===== src/hw/emp_regs.vh =====
`ifndef EMP_REGS_VH
`define EMP_REGS_VH

// apb register byte offsets
`define EMP_OFS_CTRL 8'h00
`define EMP_OFS_SPACE0 8'h04
`define EMP_OFS_SPACE1 8'h08
`define EMP_OFS_SPACE2 8'h0c
`define EMP_OFS_SPACE3 8'h10
`define EMP_OFS_STATUS 8'h14

// control register: join group field
`define EMP_CTRL_JOIN_LSB 0
`define EMP_CTRL_RST 32'h0000_0000
`define EMP_JOIN_NONE 2'h0
`define EMP_JOIN_01 2'h1
`define EMP_JOIN_23 2'h2
`define EMP_JOIN_ALL 2'h3

// per-space config register fields
`define EMP_SP_TYPE_LSB 0
`define EMP_SP_SETUP_LSB 4
`define EMP_SP_STROBE_LSB 8
`define EMP_SP_HOLD_LSB 12
`define EMP_SP_RST 32'h0000_0000
`define EMP_TYPE_ASYNC 1'h0
`define EMP_TYPE_SDRAM 1'h1

// status register bits
`define EMP_ST_BUSY 0
`define EMP_ST_WPEND 1
`define EMP_ST_CFGERR 2
`define EMP_ST_READY 3

// built-in fixed part of every phase, in ticks
`define EMP_FIX_SETUP 5'h01
`define EMP_FIX_STROBE 5'h01
`define EMP_FIX_HOLD 5'h01

`endif


===== src/hw/emp_ext_port.v =====
// The APB interface to the registers and the address map were decided locally.
`timescale 1ns/1ps
`default_nettype none
`include "emp_regs.vh"

// Operation
// (RULE1) four spaces, each with its own select
// (RULE2) per-space memory type and timing fields
// (RULE3) cycle equals fixed plus programmed timing
// (RULE4) sdram join groups 0+1, 2+3, all
// (RULE5) software sets joined spaces to sdram
// (RULE6) posted write acknowledged once data latched
// (RULE7) same-address accesses keep program order
// (RULE8) different addresses may be reordered
// (RULE9) unused ready input held high externally
// (RULE10) sdram signals timed to supplied memory clock
// (RULE11) only one select, for the addressed space; an access to a joined group drives the group's lowest select instead
module emp_ext_port #(
    parameter AW = 24,
    parameter DW = 16
) (
    // clock and reset
    input wire CLK_IN,
    input wire RST_N_IN,
    // apb register port
    input wire PSEL_IN,
    input wire PENABLE_IN,
    input wire PWRITE_IN,
    input wire [7:0] PADDR_IN,
    input wire [31:0] PWDATA_IN,
    output reg [31:0] PRDATA_OUT,
    output wire PREADY_OUT,
    output wire PSLVERR_OUT,
    // cpu access port
    input wire CPU_REQ_IN,
    input wire CPU_WR_IN,
    input wire [AW-1:0] CPU_ADDR_IN,
    input wire [DW-1:0] CPU_WDATA_IN,
    output wire CPU_ACK_OUT,
    output reg [DW-1:0] CPU_RDATA_OUT,
    output reg CPU_RVALID_OUT,
    // external memory
    output wire SPACE_SELECT_0_OUT,
    output wire SPACE_SELECT_1_OUT,
    output wire SPACE_SELECT_2_OUT,
    output wire SPACE_SELECT_3_OUT,
    output reg [AW-3:0] MEM_ADDR_OUT,
    output reg [1:0] MEM_BANK_OUT,
    output reg [DW-1:0] MEM_DATA_OUT,
    output reg MEM_DATA_OE_OUT,
    input wire [DW-1:0] MEM_DATA_IN,
    output reg MEM_RD_N_OUT,
    output reg MEM_WE_N_OUT,
    input wire ASYNC_READY_IN,
    // sdram
    output wire SD_CLK_OUT,
    output reg SD_RAS_N_OUT,
    output reg SD_CAS_N_OUT,
    output reg SD_WE_N_OUT
);
    localparam ST_IDLE = 2'h0;
    localparam ST_SETUP = 2'h1;
    localparam ST_STROBE = 2'h2;
    localparam ST_HOLD = 2'h3;
    localparam [31:0] SP_RST = `EMP_SP_RST;

    reg [31:0] ctrl_reg;
    reg [63:0] space_cfg_reg;
    reg [1:0] state_reg;
    reg [4:0] cnt_reg;
    reg [4:0] strobe_reg;
    reg [4:0] hold_reg;
    reg type_reg;
    reg op_wr_reg;
    reg [3:0] sel_reg;
    reg wp_valid_reg;
    reg [AW-1:0] wp_addr_reg;
    reg [DW-1:0] wp_data_reg;
    reg mem_clk_reg;
    reg rdy_q1_reg;
    reg rdy_q2_reg;
    reg rdy_q3_reg;
    reg rdy_reg;
    reg cfg_err_reg;

    wire apb_wr;
    wire apb_hit;
    wire rd_ack;
    wire wr_ack;
    wire same_addr;
    wire launch_rd;
    wire launch_wr;
    wire [AW-1:0] cand_addr;
    wire [3:0] dec_sel;
    wire [1:0] dec_bank;
    wire dec_type;
    wire [4:0] dec_setup;
    wire [4:0] dec_strobe;
    wire [4:0] dec_hold;
    wire dec_err;
    wire tick_now;
    wire tick_cand;

    // apb slave: zero wait states, unmapped offsets answer with an error
    assign apb_hit = (PADDR_IN == `EMP_OFS_CTRL) || (PADDR_IN == `EMP_OFS_SPACE0) ||
        (PADDR_IN == `EMP_OFS_SPACE1) || (PADDR_IN == `EMP_OFS_SPACE2) ||
        (PADDR_IN == `EMP_OFS_SPACE3) || (PADDR_IN == `EMP_OFS_STATUS);
    assign PREADY_OUT = 1'b1;
    assign PSLVERR_OUT = PSEL_IN && PENABLE_IN && !apb_hit;
    assign apb_wr = PSEL_IN && PENABLE_IN && PWRITE_IN;

    // read data is taken in the setup cycle so it stands through the access phase
    always @(posedge CLK_IN or negedge RST_N_IN) begin
        if (!RST_N_IN) begin
            PRDATA_OUT <= 32'h0000_0000;
        end else if (PSEL_IN && !PENABLE_IN) begin
            case (PADDR_IN)
                `EMP_OFS_CTRL: PRDATA_OUT <= {30'h0, ctrl_reg[1:0]};
                `EMP_OFS_SPACE0: PRDATA_OUT <= {16'h0, space_cfg_reg[15:0]};
                `EMP_OFS_SPACE1: PRDATA_OUT <= {16'h0, space_cfg_reg[31:16]};
                `EMP_OFS_SPACE2: PRDATA_OUT <= {16'h0, space_cfg_reg[47:32]};
                `EMP_OFS_SPACE3: PRDATA_OUT <= {16'h0, space_cfg_reg[63:48]};
                `EMP_OFS_STATUS: PRDATA_OUT <= {28'h0, rdy_reg, cfg_err_reg, wp_valid_reg,
                    (state_reg != ST_IDLE)};
                default: PRDATA_OUT <= 32'h0000_0000;
            endcase
        end
    end

    // each space keeps its own type and timing fields; unused field bits stay zero
    always @(posedge CLK_IN or negedge RST_N_IN) begin
        if (!RST_N_IN) begin
            ctrl_reg <= `EMP_CTRL_RST;
            space_cfg_reg <= {4{SP_RST[15:0]}};
        end else if (apb_wr) begin
            case (PADDR_IN)
                `EMP_OFS_CTRL: ctrl_reg <= {30'h0, PWDATA_IN[1:0]}; // (RULE4)
                `EMP_OFS_SPACE0: space_cfg_reg[15:0] <= PWDATA_IN[15:0] & 16'hfff1; // (RULE2)
                `EMP_OFS_SPACE1: space_cfg_reg[31:16] <= PWDATA_IN[15:0] & 16'hfff1; // (RULE2)
                `EMP_OFS_SPACE2: space_cfg_reg[47:32] <= PWDATA_IN[15:0] & 16'hfff1; // (RULE2)
                `EMP_OFS_SPACE3: space_cfg_reg[63:48] <= PWDATA_IN[15:0] & 16'hfff1; // (RULE2)
                default: ctrl_reg <= ctrl_reg;
            endcase
        end
    end

    // ready pin: three stages, a change counts once stages two and three agree
    always @(posedge CLK_IN or negedge RST_N_IN) begin
        if (!RST_N_IN) begin
            rdy_q1_reg <= 1'b1;
            rdy_q2_reg <= 1'b1;
            rdy_q3_reg <= 1'b1;
            rdy_reg <= 1'b1;
        end else begin
            rdy_q1_reg <= ASYNC_READY_IN; // (RULE9)
            rdy_q2_reg <= rdy_q1_reg;
            rdy_q3_reg <= rdy_q2_reg;
            if (rdy_q2_reg == rdy_q3_reg) begin
                rdy_reg <= rdy_q3_reg;
            end
        end
    end

    // memory clock is half the core clock; sdram outputs move on the edge where it falls,
    // so they are settled half a period before its next rising edge
    always @(posedge CLK_IN or negedge RST_N_IN) begin
        if (!RST_N_IN) begin
            mem_clk_reg <= 1'b0;
        end else begin
            mem_clk_reg <= !mem_clk_reg; // (RULE10)
        end
    end
    assign SD_CLK_OUT = mem_clk_reg; // (RULE10)
    assign tick_now = (type_reg == `EMP_TYPE_ASYNC) || mem_clk_reg; // (RULE10)

    // a read to another address may overtake the posted write; a read to the
    // same address waits until that write has gone out
    assign same_addr = wp_valid_reg && (wp_addr_reg == CPU_ADDR_IN); // (RULE7)
    assign launch_rd = CPU_REQ_IN && !CPU_WR_IN && (state_reg == ST_IDLE) && !same_addr; // (RULE8)
    assign cand_addr = launch_rd ? CPU_ADDR_IN : wp_addr_reg;
    assign tick_cand = (dec_type == `EMP_TYPE_ASYNC) || mem_clk_reg;
    assign rd_ack = launch_rd && tick_cand;
    assign launch_wr = !rd_ack && wp_valid_reg && (state_reg == ST_IDLE) && !launch_rd && tick_cand;
    // write is acknowledged as soon as the post slot latches it (RULE6)
    assign wr_ack = CPU_REQ_IN && CPU_WR_IN && !wp_valid_reg; // (RULE6)
    assign CPU_ACK_OUT = wr_ack || rd_ack;

    emp_space_dec u_dec (
        .space_in(cand_addr[AW-1:AW-2]),
        .join_in(ctrl_reg[1:0]),
        .space_cfg_in(space_cfg_reg),
        .sel_out(dec_sel),
        .bank_out(dec_bank),
        .type_out(dec_type),
        .setup_out(dec_setup),
        .strobe_out(dec_strobe),
        .hold_out(dec_hold),
        .cfg_err_out(dec_err)
    );

    assign SPACE_SELECT_0_OUT = sel_reg[0]; // (RULE1)
    assign SPACE_SELECT_1_OUT = sel_reg[1]; // (RULE1)
    assign SPACE_SELECT_2_OUT = sel_reg[2]; // (RULE1)
    assign SPACE_SELECT_3_OUT = sel_reg[3]; // (RULE1)

    // posted write slot: only one write in flight, so no later write can pass it
    always @(posedge CLK_IN or negedge RST_N_IN) begin
        if (!RST_N_IN) begin
            wp_valid_reg <= 1'b0;
            wp_addr_reg <= {AW{1'b0}};
            wp_data_reg <= {DW{1'b0}};
        end else if (wr_ack) begin
            wp_valid_reg <= 1'b1; // (RULE6)
            wp_addr_reg <= CPU_ADDR_IN;
            wp_data_reg <= CPU_WDATA_IN;
        end else if ((state_reg == ST_HOLD) && op_wr_reg && tick_now && (cnt_reg == 5'h00)) begin
            wp_valid_reg <= 1'b0;
        end
    end

    always @(posedge CLK_IN or negedge RST_N_IN) begin
        if (!RST_N_IN) begin
            state_reg <= ST_IDLE;
            cnt_reg <= 5'h00;
            strobe_reg <= 5'h00;
            hold_reg <= 5'h00;
            type_reg <= `EMP_TYPE_ASYNC;
            op_wr_reg <= 1'b0;
            sel_reg <= 4'h0;
            cfg_err_reg <= 1'b0;
            MEM_ADDR_OUT <= {(AW-2){1'b0}};
            MEM_BANK_OUT <= 2'h0;
            MEM_DATA_OUT <= {DW{1'b0}};
            MEM_DATA_OE_OUT <= 1'b0;
            MEM_RD_N_OUT <= 1'b1;
            MEM_WE_N_OUT <= 1'b1;
            SD_RAS_N_OUT <= 1'b1;
            SD_CAS_N_OUT <= 1'b1;
            SD_WE_N_OUT <= 1'b1;
            CPU_RDATA_OUT <= {DW{1'b0}};
            CPU_RVALID_OUT <= 1'b0;
        end else begin
            CPU_RVALID_OUT <= 1'b0;
            case (state_reg)
                ST_IDLE: begin
                    if (rd_ack || launch_wr) begin
                        state_reg <= ST_SETUP;
                        cnt_reg <= dec_setup - 5'h01; // (RULE3)
                        strobe_reg <= dec_strobe;
                        hold_reg <= dec_hold;
                        type_reg <= dec_type;
                        op_wr_reg <= launch_wr;
                        sel_reg <= dec_sel; // (RULE11)
                        cfg_err_reg <= dec_err;
                        MEM_ADDR_OUT <= cand_addr[AW-3:0];
                        MEM_BANK_OUT <= dec_bank; // (RULE4)
                        MEM_DATA_OUT <= wp_data_reg;
                        MEM_DATA_OE_OUT <= launch_wr;
                        if (dec_type == `EMP_TYPE_SDRAM) begin
                            SD_RAS_N_OUT <= 1'b0; // (RULE10)
                        end
                    end
                end
                ST_SETUP: begin
                    if (tick_now) begin
                        SD_RAS_N_OUT <= 1'b1;
                        if (cnt_reg == 5'h00) begin
                            state_reg <= ST_STROBE;
                            cnt_reg <= strobe_reg - 5'h01; // (RULE3)
                            if (type_reg == `EMP_TYPE_SDRAM) begin
                                SD_CAS_N_OUT <= 1'b0; // (RULE10)
                                SD_WE_N_OUT <= !op_wr_reg;
                            end else begin
                                MEM_RD_N_OUT <= op_wr_reg;
                                MEM_WE_N_OUT <= !op_wr_reg;
                            end
                        end else begin
                            cnt_reg <= cnt_reg - 5'h01;
                        end
                    end
                end
                ST_STROBE: begin
                    if (tick_now) begin
                        SD_CAS_N_OUT <= 1'b1;
                        SD_WE_N_OUT <= 1'b1;
                        if (cnt_reg != 5'h00) begin
                            cnt_reg <= cnt_reg - 5'h01;
                        end else if (rdy_reg || (type_reg == `EMP_TYPE_SDRAM)) begin
                            // a low ready only stretches asynchronous strobes
                            state_reg <= ST_HOLD;
                            cnt_reg <= hold_reg - 5'h01; // (RULE3)
                            MEM_RD_N_OUT <= 1'b1;
                            MEM_WE_N_OUT <= 1'b1;
                            CPU_RDATA_OUT <= MEM_DATA_IN;
                        end
                    end
                end
                ST_HOLD: begin
                    if (tick_now) begin
                        if (cnt_reg == 5'h00) begin
                            state_reg <= ST_IDLE;
                            sel_reg <= 4'h0; // (RULE11)
                            MEM_DATA_OE_OUT <= 1'b0;
                            CPU_RVALID_OUT <= !op_wr_reg;
                        end else begin
                            cnt_reg <= cnt_reg - 5'h01;
                        end
                    end
                end
                default: begin
                    state_reg <= ST_IDLE;
                end
            endcase
        end
    end
endmodule
`default_nettype wire


===== src/hw/emp_space_dec.v =====
`timescale 1ns/1ps
`default_nettype none
`include "emp_regs.vh"

module emp_space_dec (
    // access address space bits
    input wire [1:0] space_in,
    // configuration
    input wire [1:0] join_in,
    input wire [63:0] space_cfg_in,
    // decode results
    output reg [3:0] sel_out,
    output reg [1:0] bank_out,
    output reg type_out,
    output reg [4:0] setup_out,
    output reg [4:0] strobe_out,
    output reg [4:0] hold_out,
    output reg cfg_err_out
);
    reg [15:0] cfg;
    reg [1:0] grp_lo;
    reg joined;

    // total phase length: built-in part plus programmed part
    function [4:0] emp_total;
        input [3:0] prog;
        input [4:0] fix;
        begin
            emp_total = fix + {1'b0, prog};
        end
    endfunction

    always @* begin
        cfg = space_cfg_in[space_in*16 +: 16];
        joined = 1'b0;
        grp_lo = space_in;
        bank_out = 2'h0;
        case (join_in)
            `EMP_JOIN_01: begin
                if (!space_in[1]) begin
                    joined = 1'b1;
                    grp_lo = 2'h0;
                    bank_out = {1'b0, space_in[0]};
                end
            end
            `EMP_JOIN_23: begin
                if (space_in[1]) begin
                    joined = 1'b1;
                    grp_lo = 2'h2;
                    bank_out = {1'b0, space_in[0]};
                end
            end
            `EMP_JOIN_ALL: begin
                joined = 1'b1;
                grp_lo = 2'h0;
                bank_out = space_in;
            end
            default: begin
                joined = 1'b0;
            end
        endcase
        // a joined group is one sdram region behind the group's lowest select (RULE4)
        sel_out = 4'h1 << grp_lo; // (RULE11)
        type_out = cfg[`EMP_SP_TYPE_LSB]; // (RULE2)
        // software must mark every joined space as sdram; flag it when not
        cfg_err_out = 1'b0;
        if (joined) begin
            case (join_in)
                `EMP_JOIN_01: cfg_err_out = !(space_cfg_in[0] && space_cfg_in[16]); // (RULE5)
                `EMP_JOIN_23: cfg_err_out = !(space_cfg_in[32] && space_cfg_in[48]); // (RULE5)
                default: cfg_err_out = !(space_cfg_in[0] && space_cfg_in[16] &&
                    space_cfg_in[32] && space_cfg_in[48]); // (RULE5)
            endcase
            type_out = `EMP_TYPE_SDRAM;
        end
        setup_out = emp_total(cfg[`EMP_SP_SETUP_LSB +: 4], `EMP_FIX_SETUP); // (RULE3)
        strobe_out = emp_total(cfg[`EMP_SP_STROBE_LSB +: 4], `EMP_FIX_STROBE); // (RULE3)
        hold_out = emp_total(cfg[`EMP_SP_HOLD_LSB +: 4], `EMP_FIX_HOLD); // (RULE3)
    end
endmodule
`default_nettype wire


===== config.mk =====
export PLATFORM = sky130hd
export DESIGN_NAME = emp_ext_port
export DESIGN_NICKNAME = d
export VERILOG_FILES = /design/src/hw/emp_ext_port.v /design/src/hw/emp_space_dec.v
export VERILOG_INCLUDE_DIRS = /design/src /design/src/hw
export SDC_FILE = /design/constraint.sdc
export NUM_CORES = 1
export LEC_CHECK = 0
export BUFFER_PORTS_ARGS = -buffer_cell sky130_fd_sc_hd__buf_2
export CAP_MARGIN = 25
export CORE_ASPECT_RATIO = 1.2
export CORE_MARGIN = 5
export CORE_UTILIZATION = 25
export CTS_BUF_LIST = sky130_fd_sc_hd__clkbuf_8
export DETAILED_ROUTE_END_ITERATION = 8
export HOLD_SLACK_MARGIN = 0.06
export PLACE_DENSITY = 0.49
export SYNTH_ARGS = -nofsm -noshare
export SYNTH_HDL_FRONTEND = slang
export SYNTH_HIERARCHICAL = 1
export SYNTH_SLANG_ARGS = --single-unit
export TNS_END_PERCENT = 5

===== constraint.sdc =====
create_clock -name CLK_IN -period 4.5 [get_ports CLK_IN]
set_clock_uncertainty 0.1 [all_clocks]
set_input_delay 1.35 -clock CLK_IN [delete_from_list [all_inputs] [get_ports CLK_IN]]
set_output_delay 1.35 -clock CLK_IN [all_outputs]
set_load 0.1 [all_outputs]

==> Implementation_results.wiki, run 1 <==
{| class="wikitable"
! Metric !! Value
|-
| Max transition margin || about a third
|-
| GP Congestion || ~0.74
|-
| Largest net degree at the start of global routing || 72
|-
| Number of buffers created by CTS || 39
|-
| Path type of the worst min-delay path || register to register
|-
| Shortest period the worst path allows || 4.409 ns
|-
| Max reg flops || 52
|-
| First-pass GRT wire length || approximately 42000 um
|-
| Worst Slack Setup Final || 0.09080 ns
|-
| Min Hold Slack || 0.2545 ns
|-
| Chain of cells forming the critical path || buf_6 > nor2b_4 > nand2_4 > mux2_4 > mux2i_2 > a32oi_2 > nand2b_1 > o211ai_2 > nand2_4 > buf_12
|-
| Final count of pins violating max slew || 0
|-
| Multiplexer share of the synthesized area || ~20%
|-
| Async SR Flop Fraction || 100.0%
|-
| Worst Hold Launch || rdy_q1_reg$_DFF_PN1_
|-
| Req. time, crit path || 3.05 ns
|-
| Seq. cell area || between 5000 and 6000 sq um
|-
| Mean post-synth cell area || approximately 12 sq um
|-
| First-pass DRT Iterations || 4
|-
| Leakage power || 6.090 nW
|-
| Maximum level of the CTS H-tree || 2
|-
| Ys flop type || sky130_fd_sc_hd__dfrtp_1
|-
| Post-synthesis instance area || approximately 10000 sq um
|-
| Aggregate routed wire length || approximately 27000 um
|-
| Signed area change from the synthesized netlist to the final layout || 24.02%
|-
| Dpl cells || about 1600
|-
| Area share of xor/xnor cells in the synthesized design || roughly 3.6%
|-
| DP Worst Slack || -0.003241 ns
|-
| Final instance count without filler cells || 1623
|-
| Basic-gate share of the synthesized area counting and, or, nand and nor cells || 9.465%
|-
| Cell Rows || 80
|-
| Cell type contributing the most total cell area after synthesis || sky130_fd_sc_hd__dfrtp_1
|-
| Worst-Margin Slew || between 0.9 and 1 ns
|-
| Post-DR vias/cell || between 4 and 5
|-
| Delay contributed by the slowest stage of the critical path || roughly 0.34 ns
|-
| Num ports || between 200 and 250
|-
| Final Hold Viols || 0
|-
| Antenna diode instance count || 0
|-
| Beginning of the critical path || CPU_WR_IN
|-
| Part of the power in the clock network || about a fifth
|-
| Cell with the most instances after synthesis || sky130_fd_sc_hd__dfrtp_1
|-
| Switching power || between 4 and 5 mW
|-
| Remaining number of nets flagged by the antenna check after routing || 0
|-
| Max Root-Sink Buffers || 3
|-
| Slowest-stage cell, CP || sky130_fd_sc_hd__mux2_4
|-
| Clock latency on the worst-skew pair || approximately 0.55 ns
|-
| Placeable core region || ~40000 sq um
|-
| Worst flop-to-flop path startpoint || state_reg[0]$_DFFE_PN0P_
|-
| Synthesized-area fraction occupied by ao, oa, aoi and oai cells || under 10%
|-
| Portion of total power attributed to sequential cells || between 20% and 30%
|-
| DRC violation count after routing || 0
|-
| First DRT Iteration DRCs || 280
|-
| Maximum fanout encountered on the critical timing path || 5
|-
| Combinational family with the most area after synthesis || multiplexers
|-
| Crit path capture type || output pin
|-
| Initial Util || 25.25%
|-
| Top-area cell type share of the netlist area || around 49%
|-
| Register area share after synthesis || 50.88%
|-
| Nets@finish || 1181
|-
| Total Power Consumption || roughly 9.2 mW
|-
| Mean routed wirelength per cell || around 16 um
|-
| Summed area of non-filler cells in the final layout || roughly 12000 sq um
|-
| Maximum achievable frequency || about 0.23 GHz
|-
| Most frequent cell on the critical path || sky130_fd_sc_hd__nand2_4
|-
| Area share of fa/ha/maj cells after synthesis || ~2.1%
|-
| Setup TNS || 0 ns
|-
| Fraction of the cycle the final worst path needs || a little over nine tenths
|-
| Residual overflow from global routing || 0
|-
| Clock-pin slew reported for the worst setup and hold paths after clock tree synthesis || ~0.050 ns
|-
| Quantity of I/O buffers inserted on ports || 171
|-
| Chip Height || 229.2 um
|-
| Data arrival time of the critical path || slightly below 3 ns
|-
| Vias in the first global route || about 7200
|-
| Most used standard cells in the synthesized netlist || sky130_fd_sc_hd__dfrtp_1, sky130_fd_sc_hd__nand2_1, sky130_fd_sc_hd__mux2_2, sky130_fd_sc_hd__mux2_1, sky130_fd_sc_hd__nor2_1
|-
| CP Launch Type || primary input
|-
| Utilization after layout || 31.31%
|-
| Internal power || roughly 4.7 mW
|-
| Status || finished clean
|-
| Power per cell area || between 700 and 800 nW/um^2
|-
| Placed Area || between 10000 and 15000 sq um
|-
| Die footprint || around 44000 sq um
|-
| Number of antenna violations at the first check in global routing || 3
|-
| Placed wire-length estimate || between 15000 and 20000 um
|-
| Ys Warns || 6
|-
| Number of distinct standard cells referenced by the synthesized netlist || between 60 and 70
|-
| RSZ-0062 raised after global routing || false
|-
| Vias after detailed routing || between 7000 and 8000
|-
| Cells after Synth || slightly below 900
|-
| Clock tree from TritonCTS || built
|-
| Combinational share of power || 49.5%
|-
| Count of flip-flops with a built-in enable after synthesis || 0
|-
| Final number of setup-violating endpoints || 0
|-
| Global-route total usage across every layer || between 10% and 20%
|-
| Number of sinks driven by the clock tree || ~200
|-
| Total of max-cap violations || 0
|-
| Filler cells || approximately 4200
|-
| Switching fraction of total power || around 50%
|-
| Register bit total from synthesis || ~200
|-
| Multi-input gate area || 4556 sq um
|-
| Clk Tree Root Cell || sky130_fd_sc_hd__clkbuf_8
|-
| IR Drop Worst-Case VDD || roughly 0.00034 V
|-
| Top cells by area, synth || sky130_fd_sc_hd__dfrtp_1, sky130_fd_sc_hd__mux2_2, sky130_fd_sc_hd__mux2_1
|-
| Share of post-route cells with drive strength above 1 || 34.59%
|-
| Width of the die || roughly 190 um
|-
| Critical setup path kind || primary input to output pin
|}
==> cell families (layout without fill, tap and decap cells) <==
family	Yosys count	count (layout)
buffers and inverters	89	299
other	2	17
AO/OA/AOI/OAI	133	133
XOR/XNOR	41	41
multiplexers	168	168
flip-flops	203	203
adder cells (fa/ha/maj)	17	17
AND/OR/NAND/NOR	212	212
==> path summary, 6_finish.rpt <==
path	end	slack, ns	cells after the start
setup reg to reg	cnt_reg[4]$_DFFE_PN0P_	1.12	14
max in group asynchronous	rdy_q1_reg$_DFF_PN1_	2.73	2
hold / removal	rdy_q2_reg$_DFF_PN1_	0.25	0
setup / recovery	CPU_ACK_OUT	0.09	10
min in group asynchronous	wp_data_reg[7]$_DFFE_PN0P_	0.75	1
hold reg to reg	rdy_q2_reg$_DFF_PN1_	0.25	0
==> layer usage <==
layer | GRT usage (%) | part of all wire [%] | up-vias
li1 | - | - | 3410
met1 | 15.44 | 44 | 3474
met2 | 19.62 | 48 | 189
met3 | 3.107 | 6.4 | 49
met4 | 3.455 | 2.3 | 4
met5 | 0 | 0.094 | -
==> worst max-delay path: cells and delay by family <==
| family | cells | cell delay, ns |
|---|---|---|
| compound gates | 2 | 0.39 |
| mux | 2 | 0.50 |
| simple gates | 4 | 0.42 |
| buf+inv | 2 | 0.27 |
==> timing repair <==
| action | CTS | global route |
|---|---|---|
| hold buffers | 0 | 0 |
| endpoints found under the setup margin | 1 | 1 |
| setup buffers | 0 | 3 |
| resized for setup | 1 | 7 |
| pin swaps | 0 | 2 |
==> final cells by class <==
class | count | share of cell area [%]
sequential | 203 | 41.02
multi-input combinational | 588 | 36.71
timing repair buffer | 203 | 9.527
tap | 533 | 5.374
clock buffer | 46 | 5.101
clock inverter | 24 | 1.482
inverter | 26 | 0.7864
==> cell usage in the layout (no fill, tap or decap), drive strengths merged, types with 19 or more instances in the layout <==
master  synthesis  final
a22oi          21     21
clkbuf         32     47
mux2          129    129
dfrtp         194    194
nor2           42     42
a21oi          33     33
buf            31    202
nand2         120    120
xnor2          22     22
xor2           19     19
o21ai          34     34
mux2i          27     27
inv            24     39
==> power by group through the flow <==
stage	Combinational (mW)	Sequential, mW	Clock [mW]
floorplan	1.73	4.72	0
global placement	4.57	2.75	0
detailed placement	4.60	2.78	0
CTS	4.61	2.75	2.02
global route	4.88	2.82	2.10
finish	4.58	2.74	1.93
No activity file was read; power rests on OpenSTA's default activity.
==> run 2: changes to the inputs <==
--- a/config.mk
+++ b/config.mk
@@ -9,7 +9,7 @@
 export BUFFER_PORTS_ARGS = -buffer_cell sky130_fd_sc_hd__buf_2
 export CAP_MARGIN = 25
 export CORE_ASPECT_RATIO = 1.2
-export CORE_MARGIN = 5
+export CORE_MARGIN = 1
 export CORE_UTILIZATION = 25
 export CTS_BUF_LIST = sky130_fd_sc_hd__clkbuf_8
 export DETAILED_ROUTE_END_ITERATION = 8
@@ -17,6 +17,5 @@
 export PLACE_DENSITY = 0.49
 export SYNTH_ARGS = -nofsm -noshare
 export SYNTH_HDL_FRONTEND = slang
-export SYNTH_HIERARCHICAL = 1
 export SYNTH_SLANG_ARGS = --single-unit
 export TNS_END_PERCENT = 5
==> run 2 against run 1 <==
Against the previous run:
- via count is 0.77% higher
- clock-buffer cell count rose by 7
- critical path type unchanged
- hold slack worse by 0.00085 ns
- the flow now finishes with violations (negative setup slack)
- largest power group unchanged
- wire length down 0.39%
- global-route usage is 1.3 points higher
- sequential share of layout area fell by 0.83 points
- combinational power grew 5.7%
- fmax shrank 12%
- die area shrank 7.7%
- register-to-register slack hardly changed
- core utilization rose by 1.1 points
- worst setup slack got worse by 0.58 ns
==> Implementation_results.wiki, run 2 <==
{| class="wikitable"
! Metric !! Value
|-
| Chain of cells forming the critical path || buf_4 > xnor2_2 > nand4_1 > nor4_4 > a21oi_2 > a311o_1 > a221oi_2 > buf_4 > nor2_4 > o21ai_4 > buf_12
|-
| Cell Rows || just under 80
|-
| Final number of setup-violating endpoints || 1
|-
| Cells after Synth || approximately 810
|-
| First-pass DRT Iterations || 4
|-
| First DRT Iteration DRCs || approximately 290
|-
| Leakage power || 6.086 nW
|-
| Vias in the first global route || between 7000 and 8000
|-
| Vias after detailed routing || between 7000 and 8000
|-
| Power per cell area || approximately 740 nW/um^2
|-
| Max Root-Sink Buffers || 3
|-
| Shortest period the worst path allows || between 4 and 5 ns
|-
| Count of hold-fix buffers inserted at cts || 0
|-
| Nets@finish || approximately 1200
|-
| Placed Area || approximately 12000 sq um
|-
| Residual overflow from global routing || 0
|-
| Filler cells || between 3000 and 4000
|-
| Remaining number of nets flagged by the antenna check after routing || 0
|-
| Ys flop type || sky130_fd_sc_hd__dfrtp_1
|-
| Clk Tree Root Cell || sky130_fd_sc_hd__clkbuf_8
|-
| Basic-gate share of the synthesized area counting and, or, nand and nor cells || approximately 6.9%
|-
| Path type of the worst min-delay path || register to register
|-
| Global-route total usage across every layer || 13.23%
|-
| Critical setup path kind || primary input to output pin
|-
| Seq. cell area || about 5100 sq um
|-
| Top cells by area, synth || sky130_fd_sc_hd__dfrtp_1, sky130_fd_sc_hd__mux2_2, sky130_fd_sc_hd__mux2_1
|-
| First-pass GRT wire length || approximately 42000 um
|-
| Leading cell type in the layout, fill and taps excluded || sky130_fd_sc_hd__dfrtp_1
|-
| Width of the die || between 150 and 200 um
|-
| Post-synthesis instance area || between 9000 and 10000 sq um
|-
| Async SR Flop Fraction || 100.0%
|-
| Total of max-cap violations || 0
|-
| Placed wire-length estimate || 18920 um
|-
| Maximum level of the CTS H-tree || 2
|-
| Number of sinks driven by the clock tree || between 200 and 250
|-
| Register bit total from synthesis || between 200 and 250
|-
| Aggregate routed wire length || ~27000 um
|-
| Final instance count without filler cells || ~1600
|-
| Dpl cells || approximately 1500
|-
| Multiplexer share of the synthesized area || approximately 25%
|-
| Num ports || about 210
|-
| Register area share after synthesis || 51.01%
|-
| Largest net degree at the start of global routing || 76
|-
| Die footprint || between 40000 and 50000 sq um
|-
| Final Hold Viols || 0
|-
| Synthesized-area fraction occupied by ao, oa, aoi and oai cells || under 10%
|-
| Clock-pin slew reported for the worst setup and hold paths after clock tree synthesis || ~0.05 ns
|-
| DRC violation count after routing || 0
|-
| Mean post-synth cell area || roughly 12 sq um
|-
| Area share of xor/xnor cells in the synthesized design || around 3%
|-
| IR Drop Worst-Case VDD || 0.0003875 V
|-
| Req. time, crit path || 3.05 ns
|-
| Number of distinct standard cells referenced by the synthesized netlist || 64
|-
| Signed area change from the synthesized netlist to the final layout || 26.91%
|-
| Clock tree from TritonCTS || built
|-
| Summed area of non-filler cells in the final layout || 12670 sq um
|-
| DP Worst Slack || -0.5989 ns
|-
| Max transition margin || 43.74%
|-
| Max reg flops || between 50 and 60
|-
| Count of flip-flops with a built-in enable after synthesis || 0
|-
| Clock latency on the worst-skew pair || between 0.5 and 0.6 ns
|-
| Delay contributed by the slowest stage of the critical path || roughly 0.43 ns
|-
| Final count of pins violating max slew || 0
|-
| Worst Slack Setup Final || -0.4908 ns
|-
| Mean routed wirelength per cell || 16.70 um
|-
| Number of buffers created by CTS || 38
|-
| CP Launch Type || primary input
|-
| Area share of fa/ha/maj cells after synthesis || between 1.5 and 2%
|-
| Data arrival time of the critical path || 3.54 ns
|-
| Initial Util || 25.56%
|-
| Min Hold Slack || about 0.25 ns
|-
| Chip Height || between 200 and 250 um
|-
| Combinational family with the most area after synthesis || multiplexers
|-
| Cell type contributing the most total cell area after synthesis || sky130_fd_sc_hd__dfrtp_1
|-
| Top-area cell type share of the netlist area || 48.64%
|-
| Violated checks || negative setup slack
|-
| Placeable core region || around 39000 sq um
|-
| Number of antenna violations at the first check in global routing || 2
|-
| Maximum achievable frequency || between 0.2 and 0.25 GHz
|-
| RSZ-0062 raised after global routing || true
|-
| Most used standard cells in the synthesized netlist || sky130_fd_sc_hd__dfrtp_1, sky130_fd_sc_hd__mux2_2, sky130_fd_sc_hd__nand2_1, sky130_fd_sc_hd__mux2_1, sky130_fd_sc_hd__mux2i_1
|-
| Fraction of the cycle the final worst path needs || 110.9%
|-
| Share of post-route cells with drive strength above 1 || between 40% and 50%
|-
| Multi-input gate area || roughly 4700 sq um
|-
| Post-DR vias/cell || 4.505
|-
| Crit path capture type || output pin
|-
| GP Congestion || 0.7352
|-
| Quantity of I/O buffers inserted on ports || ~170
|-
| Slowest-stage cell, CP || sky130_fd_sc_hd__nor4_4
|-
| Ys Warns || 0
|-
| Status || complete, but fails checks
|-
| Highest-count cells in the layout ignoring fill and taps || sky130_fd_sc_hd__dfrtp_1, sky130_fd_sc_hd__buf_2, sky130_fd_sc_hd__mux2_2
|-
| Setup TNS || -0.4908 ns
|-
| Most frequent cell on the critical path || sky130_fd_sc_hd__buf_4
|-
| Maximum fanout encountered on the critical timing path || 4
|-
| Cell with the most instances after synthesis || sky130_fd_sc_hd__dfrtp_1
|-
| Worst-Margin Slew || around 0.84 ns
|}
## run 2: critical path, delay by kind of cell
family | cells | cell delay, ns
AND/OR/NAND/NOR | 3 | 0.68
buffers and inverters | 3 | 0.49
XOR/XNOR | 1 | 0.11
AO/OA/AOI/OAI | 4 | 0.90
## run 2: metal layers
layer	vias up	global-route usage (%)	wire length [um]
met1	3578	15.39	10890
met2	184	23.25	13530
met3	46	3.621	1613
met5	-	0	13
met4	2	4.194	588
li1	3371	-	-
## run 2: worst paths after layout
kind,from,to,slack (ns),cells past startpoint
min,rdy_q1_reg$_DFF_PN1_,rdy_q2_reg$_DFF_PN1_,0.25,0
max in group asynchronous,RST_N_IN,rdy_q3_reg$_DFF_PN1_,2.71,2
min in group asynchronous,RST_N_IN,wp_data_reg[5]$_DFFE_PN0P_,0.73,1
max,CPU_ADDR_IN[15],CPU_ACK_OUT,-0.49,11
max reg2reg,wp_addr_reg[11]$_DFFE_PN0P_,MEM_ADDR_OUT[21]$_DFFE_PN0P_,1.13,11
min reg2reg,rdy_q1_reg$_DFF_PN1_,rdy_q2_reg$_DFF_PN1_,0.25,0
## run 2: cells by family after synthesis
kind of cell / after synthesis
flip-flops: 203
multiplexers: 226
other: 2
buffers and inverters: 78
AND/OR/NAND/NOR: 139
adder cells (fa/ha/maj): 15
AO/OA/AOI/OAI: 114
XOR/XNOR: 35
## run 2: what timing repair did
item                       in CTS  in global routing
buffers inserted                1                  2
hold endpoints to repair        0                  0
pin swaps                       3                  7
gates resized for setup         3                  8
setup endpoints to repair       1                  1
## run 2: through the flow
step / util [%] / total power, mW
floorplan: - / 6.562
global placement: 30.22 / 7.582
detailed placement: 30.22 / 7.639
CTS: 32.33 / 9.593
global route: 32.44 / 9.976
finish: 32.44 / 9.429
## run 2: power by group
group	switching (mW)	total [mW]	internal, mW
sequential	0.342	2.73	2.39
clock	0.813	1.86	1.05
combinational	3.42	4.84	1.42
## run 2: cell type report
cell class | count | area share (%)
inverter | 22 | 0.6519
tap | 526 | 5.196
multi-input combinational | 546 | 36.83
antenna | 1 | 0.01976
clock inverter | 15 | 0.5433
sequential | 203 | 40.19
clock buffer | 53 | 5.759
timing repair buffer | 228 | 10.81
==> run 3: changes to the inputs <==
--- a/config.mk
+++ b/config.mk
@@ -8,7 +8,7 @@
 export LEC_CHECK = 0
 export BUFFER_PORTS_ARGS = -buffer_cell sky130_fd_sc_hd__buf_2
 export CAP_MARGIN = 25
-export CORE_ASPECT_RATIO = 1.2
+export CORE_ASPECT_RATIO = 0.9
 export CORE_MARGIN = 1
 export CORE_UTILIZATION = 25
 export CTS_BUF_LIST = sky130_fd_sc_hd__clkbuf_8
==> run 3 against run 2 <==
Against the previous run:
- the flow still finishes with violations (negative setup slack)
- sequential power hardly changed
- flip-flop and latch count is the same
- die area is essentially flat
- clock power is 3% lower
- largest cell class unchanged
- first-iteration DRC count shrank 16%
- cell count about the same
- fmax up 1.2%
- worst setup slack better by 0.061 ns
- sequential share of layout area is essentially flat
- cell area hardly changed
- via count is 1.1% lower
- combinational power hardly changed
==> Implementation_results.wiki, run 3 (synthesis results as in run 2) <==
{| class="wikitable"
! Metric !! Value
|-
| Status || complete, but fails checks
|-
| Violated checks || negative setup slack
|-
| Antenna diode instance count || 0
|-
| Highest-count cells in the layout ignoring fill and taps || sky130_fd_sc_hd__dfrtp_1, sky130_fd_sc_hd__buf_2, sky130_fd_sc_hd__mux2_2
|-
| Power per cell area || approximately 740 nW/um^2
|-
| Nets@finish || around 1200
|-
| Final Hold Viols || 0
|-
| RSZ-0062 raised after global routing || true
|-
| Clock-pin slew reported for the worst setup and hold paths after clock tree synthesis || roughly 0.06 ns
|-
| Maximum fanout encountered on the critical timing path || 4
|-
| Num ports || 207
|-
| DRC violation count after routing || 0
|-
| Maximum level of the CTS H-tree || 2
|-
| Vias in the first global route || 7322
|-
| Die footprint || just over 40000 sq um
|-
| Placeable core region || ~40000 sq um
|-
| Vias after detailed routing || 7100
|-
| Initial Util || between 20% and 30%
|-
| Max reg flops || 52
|-
| Final number of setup-violating endpoints || 1
|-
| Leading cell type in the layout, fill and taps excluded || sky130_fd_sc_hd__dfrtp_1
|-
| Worst Slack Setup Final || -0.4296 ns
|-
| Worst Hold Launch || rdy_q1_reg$_DFF_PN1_
|-
| Dpl cells || 1526
|-
| Remaining number of nets flagged by the antenna check after routing || 0
|-
| GP Congestion || between 0.7 and 0.8
|-
| Final count of pins violating max slew || 0
|-
| IR Drop Worst-Case VDD || around 0.00048 V
|-
| Worst r2r path cells || 12
|-
| CP Launch Type || primary input
|-
| Clock latency on the worst-skew pair || about 0.57 ns
|-
| Final instance count without filler cells || about 1600
|-
| Worst flop-to-flop path startpoint || state_reg[0]$_DFFE_PN0P_
|-
| Placed wire-length estimate || ~19000 um
|-
| Critical setup path kind || primary input to output pin
|-
| Aggregate routed wire length || approximately 26000 um
|-
| Instance count along the most critical hold path || 0
|-
| Number of buffers created by CTS || 39
|-
| Residual overflow from global routing || 0
|-
| Clock tree from TritonCTS || built
|-
| Width of the die || between 200 and 250 um
|-
| Quantity of I/O buffers inserted on ports || around 170
|-
| Largest net degree at the start of global routing || 92
|-
| Maximum achievable frequency || 0.2029 GHz
|-
| Path type of the worst min-delay path || register to register
|-
| Share of post-route cells with drive strength above 1 || 42.71%
|-
| Mean routed wirelength per cell || ~17 um
|-
| Fraction of the cycle the final worst path needs || 109.5%
|-
| Max Root-Sink Buffers || 3
|-
| Max transition margin || between 40% and 50%
|-
| Hold path endpoint || rdy_q2_reg$_DFF_PN1_
|-
| Req. time, crit path || roughly 3.1 ns
|-
| Data arrival time of the critical path || between 3 and 4 ns
|-
| First-pass GRT wire length || around 42000 um
|-
| Shortest period the worst path allows || 4.930 ns
|-
| First DRT Iteration DRCs || 240
|-
| First-pass DRT Iterations || 4
|-
| Global-route total usage across every layer || roughly an eighth
|-
| Post-DR vias/cell || approximately 4.5
|-
| Filler cells || ~4000
|-
| Clk Tree Root Cell || sky130_fd_sc_hd__clkbuf_8
|-
| Endpoint of the most critical register-to-register path || MEM_DATA_OUT[4]$_DFFE_PN0P_
|-
| Total of max-cap violations || 0
|-
| Number of sinks driven by the clock tree || between 200 and 250
|-
| Leakage power || 6.075 nW
|-
| Number of antenna violations at the first check in global routing || 0
|-
| Cell Rows || 69
|-
| Worst-Margin Slew || slightly above 0.8 ns
|-
| Chip Height || about 190 um
|-
| Utilization after layout || 32.09%
|-
| Register-to-register path setup slack || 1.10 ns
|-
| Signed area change from the synthesized netlist to the final layout || 26.85%
|-
| Crit path capture type || output pin
|}
==> run 3: worst max path at each step <==
stage	slack, ns	end	from
final	-0.43	CPU_ACK_OUT	CPU_ADDR_IN[11]
after global routing	-0.54	CPU_ACK_OUT	CPU_ADDR_IN[11]
after CTS	-0.46	CPU_ACK_OUT	CPU_ADDR_IN[11]
after detailed placement	-0.51	CPU_ACK_OUT	CPU_ADDR_IN[13]
after global placement	-0.52	CPU_ACK_OUT	CPU_ADDR_IN[1]
after floorplan	-0.48	CPU_ACK_OUT	CPU_ADDR_IN[13]
==> run 3: per-layer routing <==
metal	up-vias	track usage (%)	share of wire, %
met5	-	0	0
met4	0	5.589	3.2
met3	51	3.598	6.2
met2	181	20.29	44
met1	3493	17.79	47
li1	3375	-	-
==> run 3: per-stage QoR <==
| step | TNS (ns) | hold slack [ns] | instance area, sq um | setup slack, ns | total power [mW] |
|---|---|---|---|---|---|
| CTS | -0.4604 | 0.2570 | 12580 | -0.4604 | 9.499 |
| finish | -0.4296 | 0.2554 | 12660 | -0.4296 | 9.389 |
| global placement | -0.5236 | 0.2462 | 11780 | -0.5236 | 7.567 |
| detailed placement | -0.5052 | 0.2469 | 11780 | -0.5052 | 7.611 |
| floorplan | -0.4782 | 0.2452 | 10100 | -0.4782 | 6.562 |
| global route | -0.5420 | 0.2581 | 12660 | -0.5420 | 9.943 |
==> run 3: final cells by class <==
| type | count | area [sq um] | area share (%) |
|---|---|---|---|
| clock inverters | 21 | 118.9 | 0.9388 |
| multi-input cells | 546 | 4722 | 37.30 |
| well taps | 532 | 665.6 | 5.257 |
| flip-flops and latches | 203 | 5091 | 40.21 |
| repair buffers | 225 | 1348 | 10.64 |
| inverters | 22 | 82.58 | 0.6522 |
| clock buffers | 46 | 633.1 | 5.000 |
==> run 3: where the power goes <==
group          total [mW]  internal, mW  leakage (nW)  switching [mW]
logic                4.85          1.42          3.06            3.43
registers            2.74          2.39          2.58           0.349
clock network        1.80         0.983         0.435           0.813
==> run 3: repair_timing <==
action / 4_1_cts / 5_1_grt
endpoints found under the setup margin: 1 / 1
setup buffers: 1 / 1
resized for setup: 7 / 9
hold buffers: 0 / 0
pin swaps: 3 / 12
==> run 3: critical path, stage by stage <==
cell                       delay (ns)
sky130_fd_sc_hd__buf_2           0.12
sky130_fd_sc_hd__xnor2_2         0.11
sky130_fd_sc_hd__nand4_1         0.19
sky130_fd_sc_hd__nor4_4          0.30
sky130_fd_sc_hd__buf_4           0.18
sky130_fd_sc_hd__a21oi_2         0.06
sky130_fd_sc_hd__a311o_1         0.38
sky130_fd_sc_hd__a221oi_4        0.37
sky130_fd_sc_hd__nor2_4          0.07
sky130_fd_sc_hd__o21ai_4         0.15
sky130_fd_sc_hd__buf_12          0.19
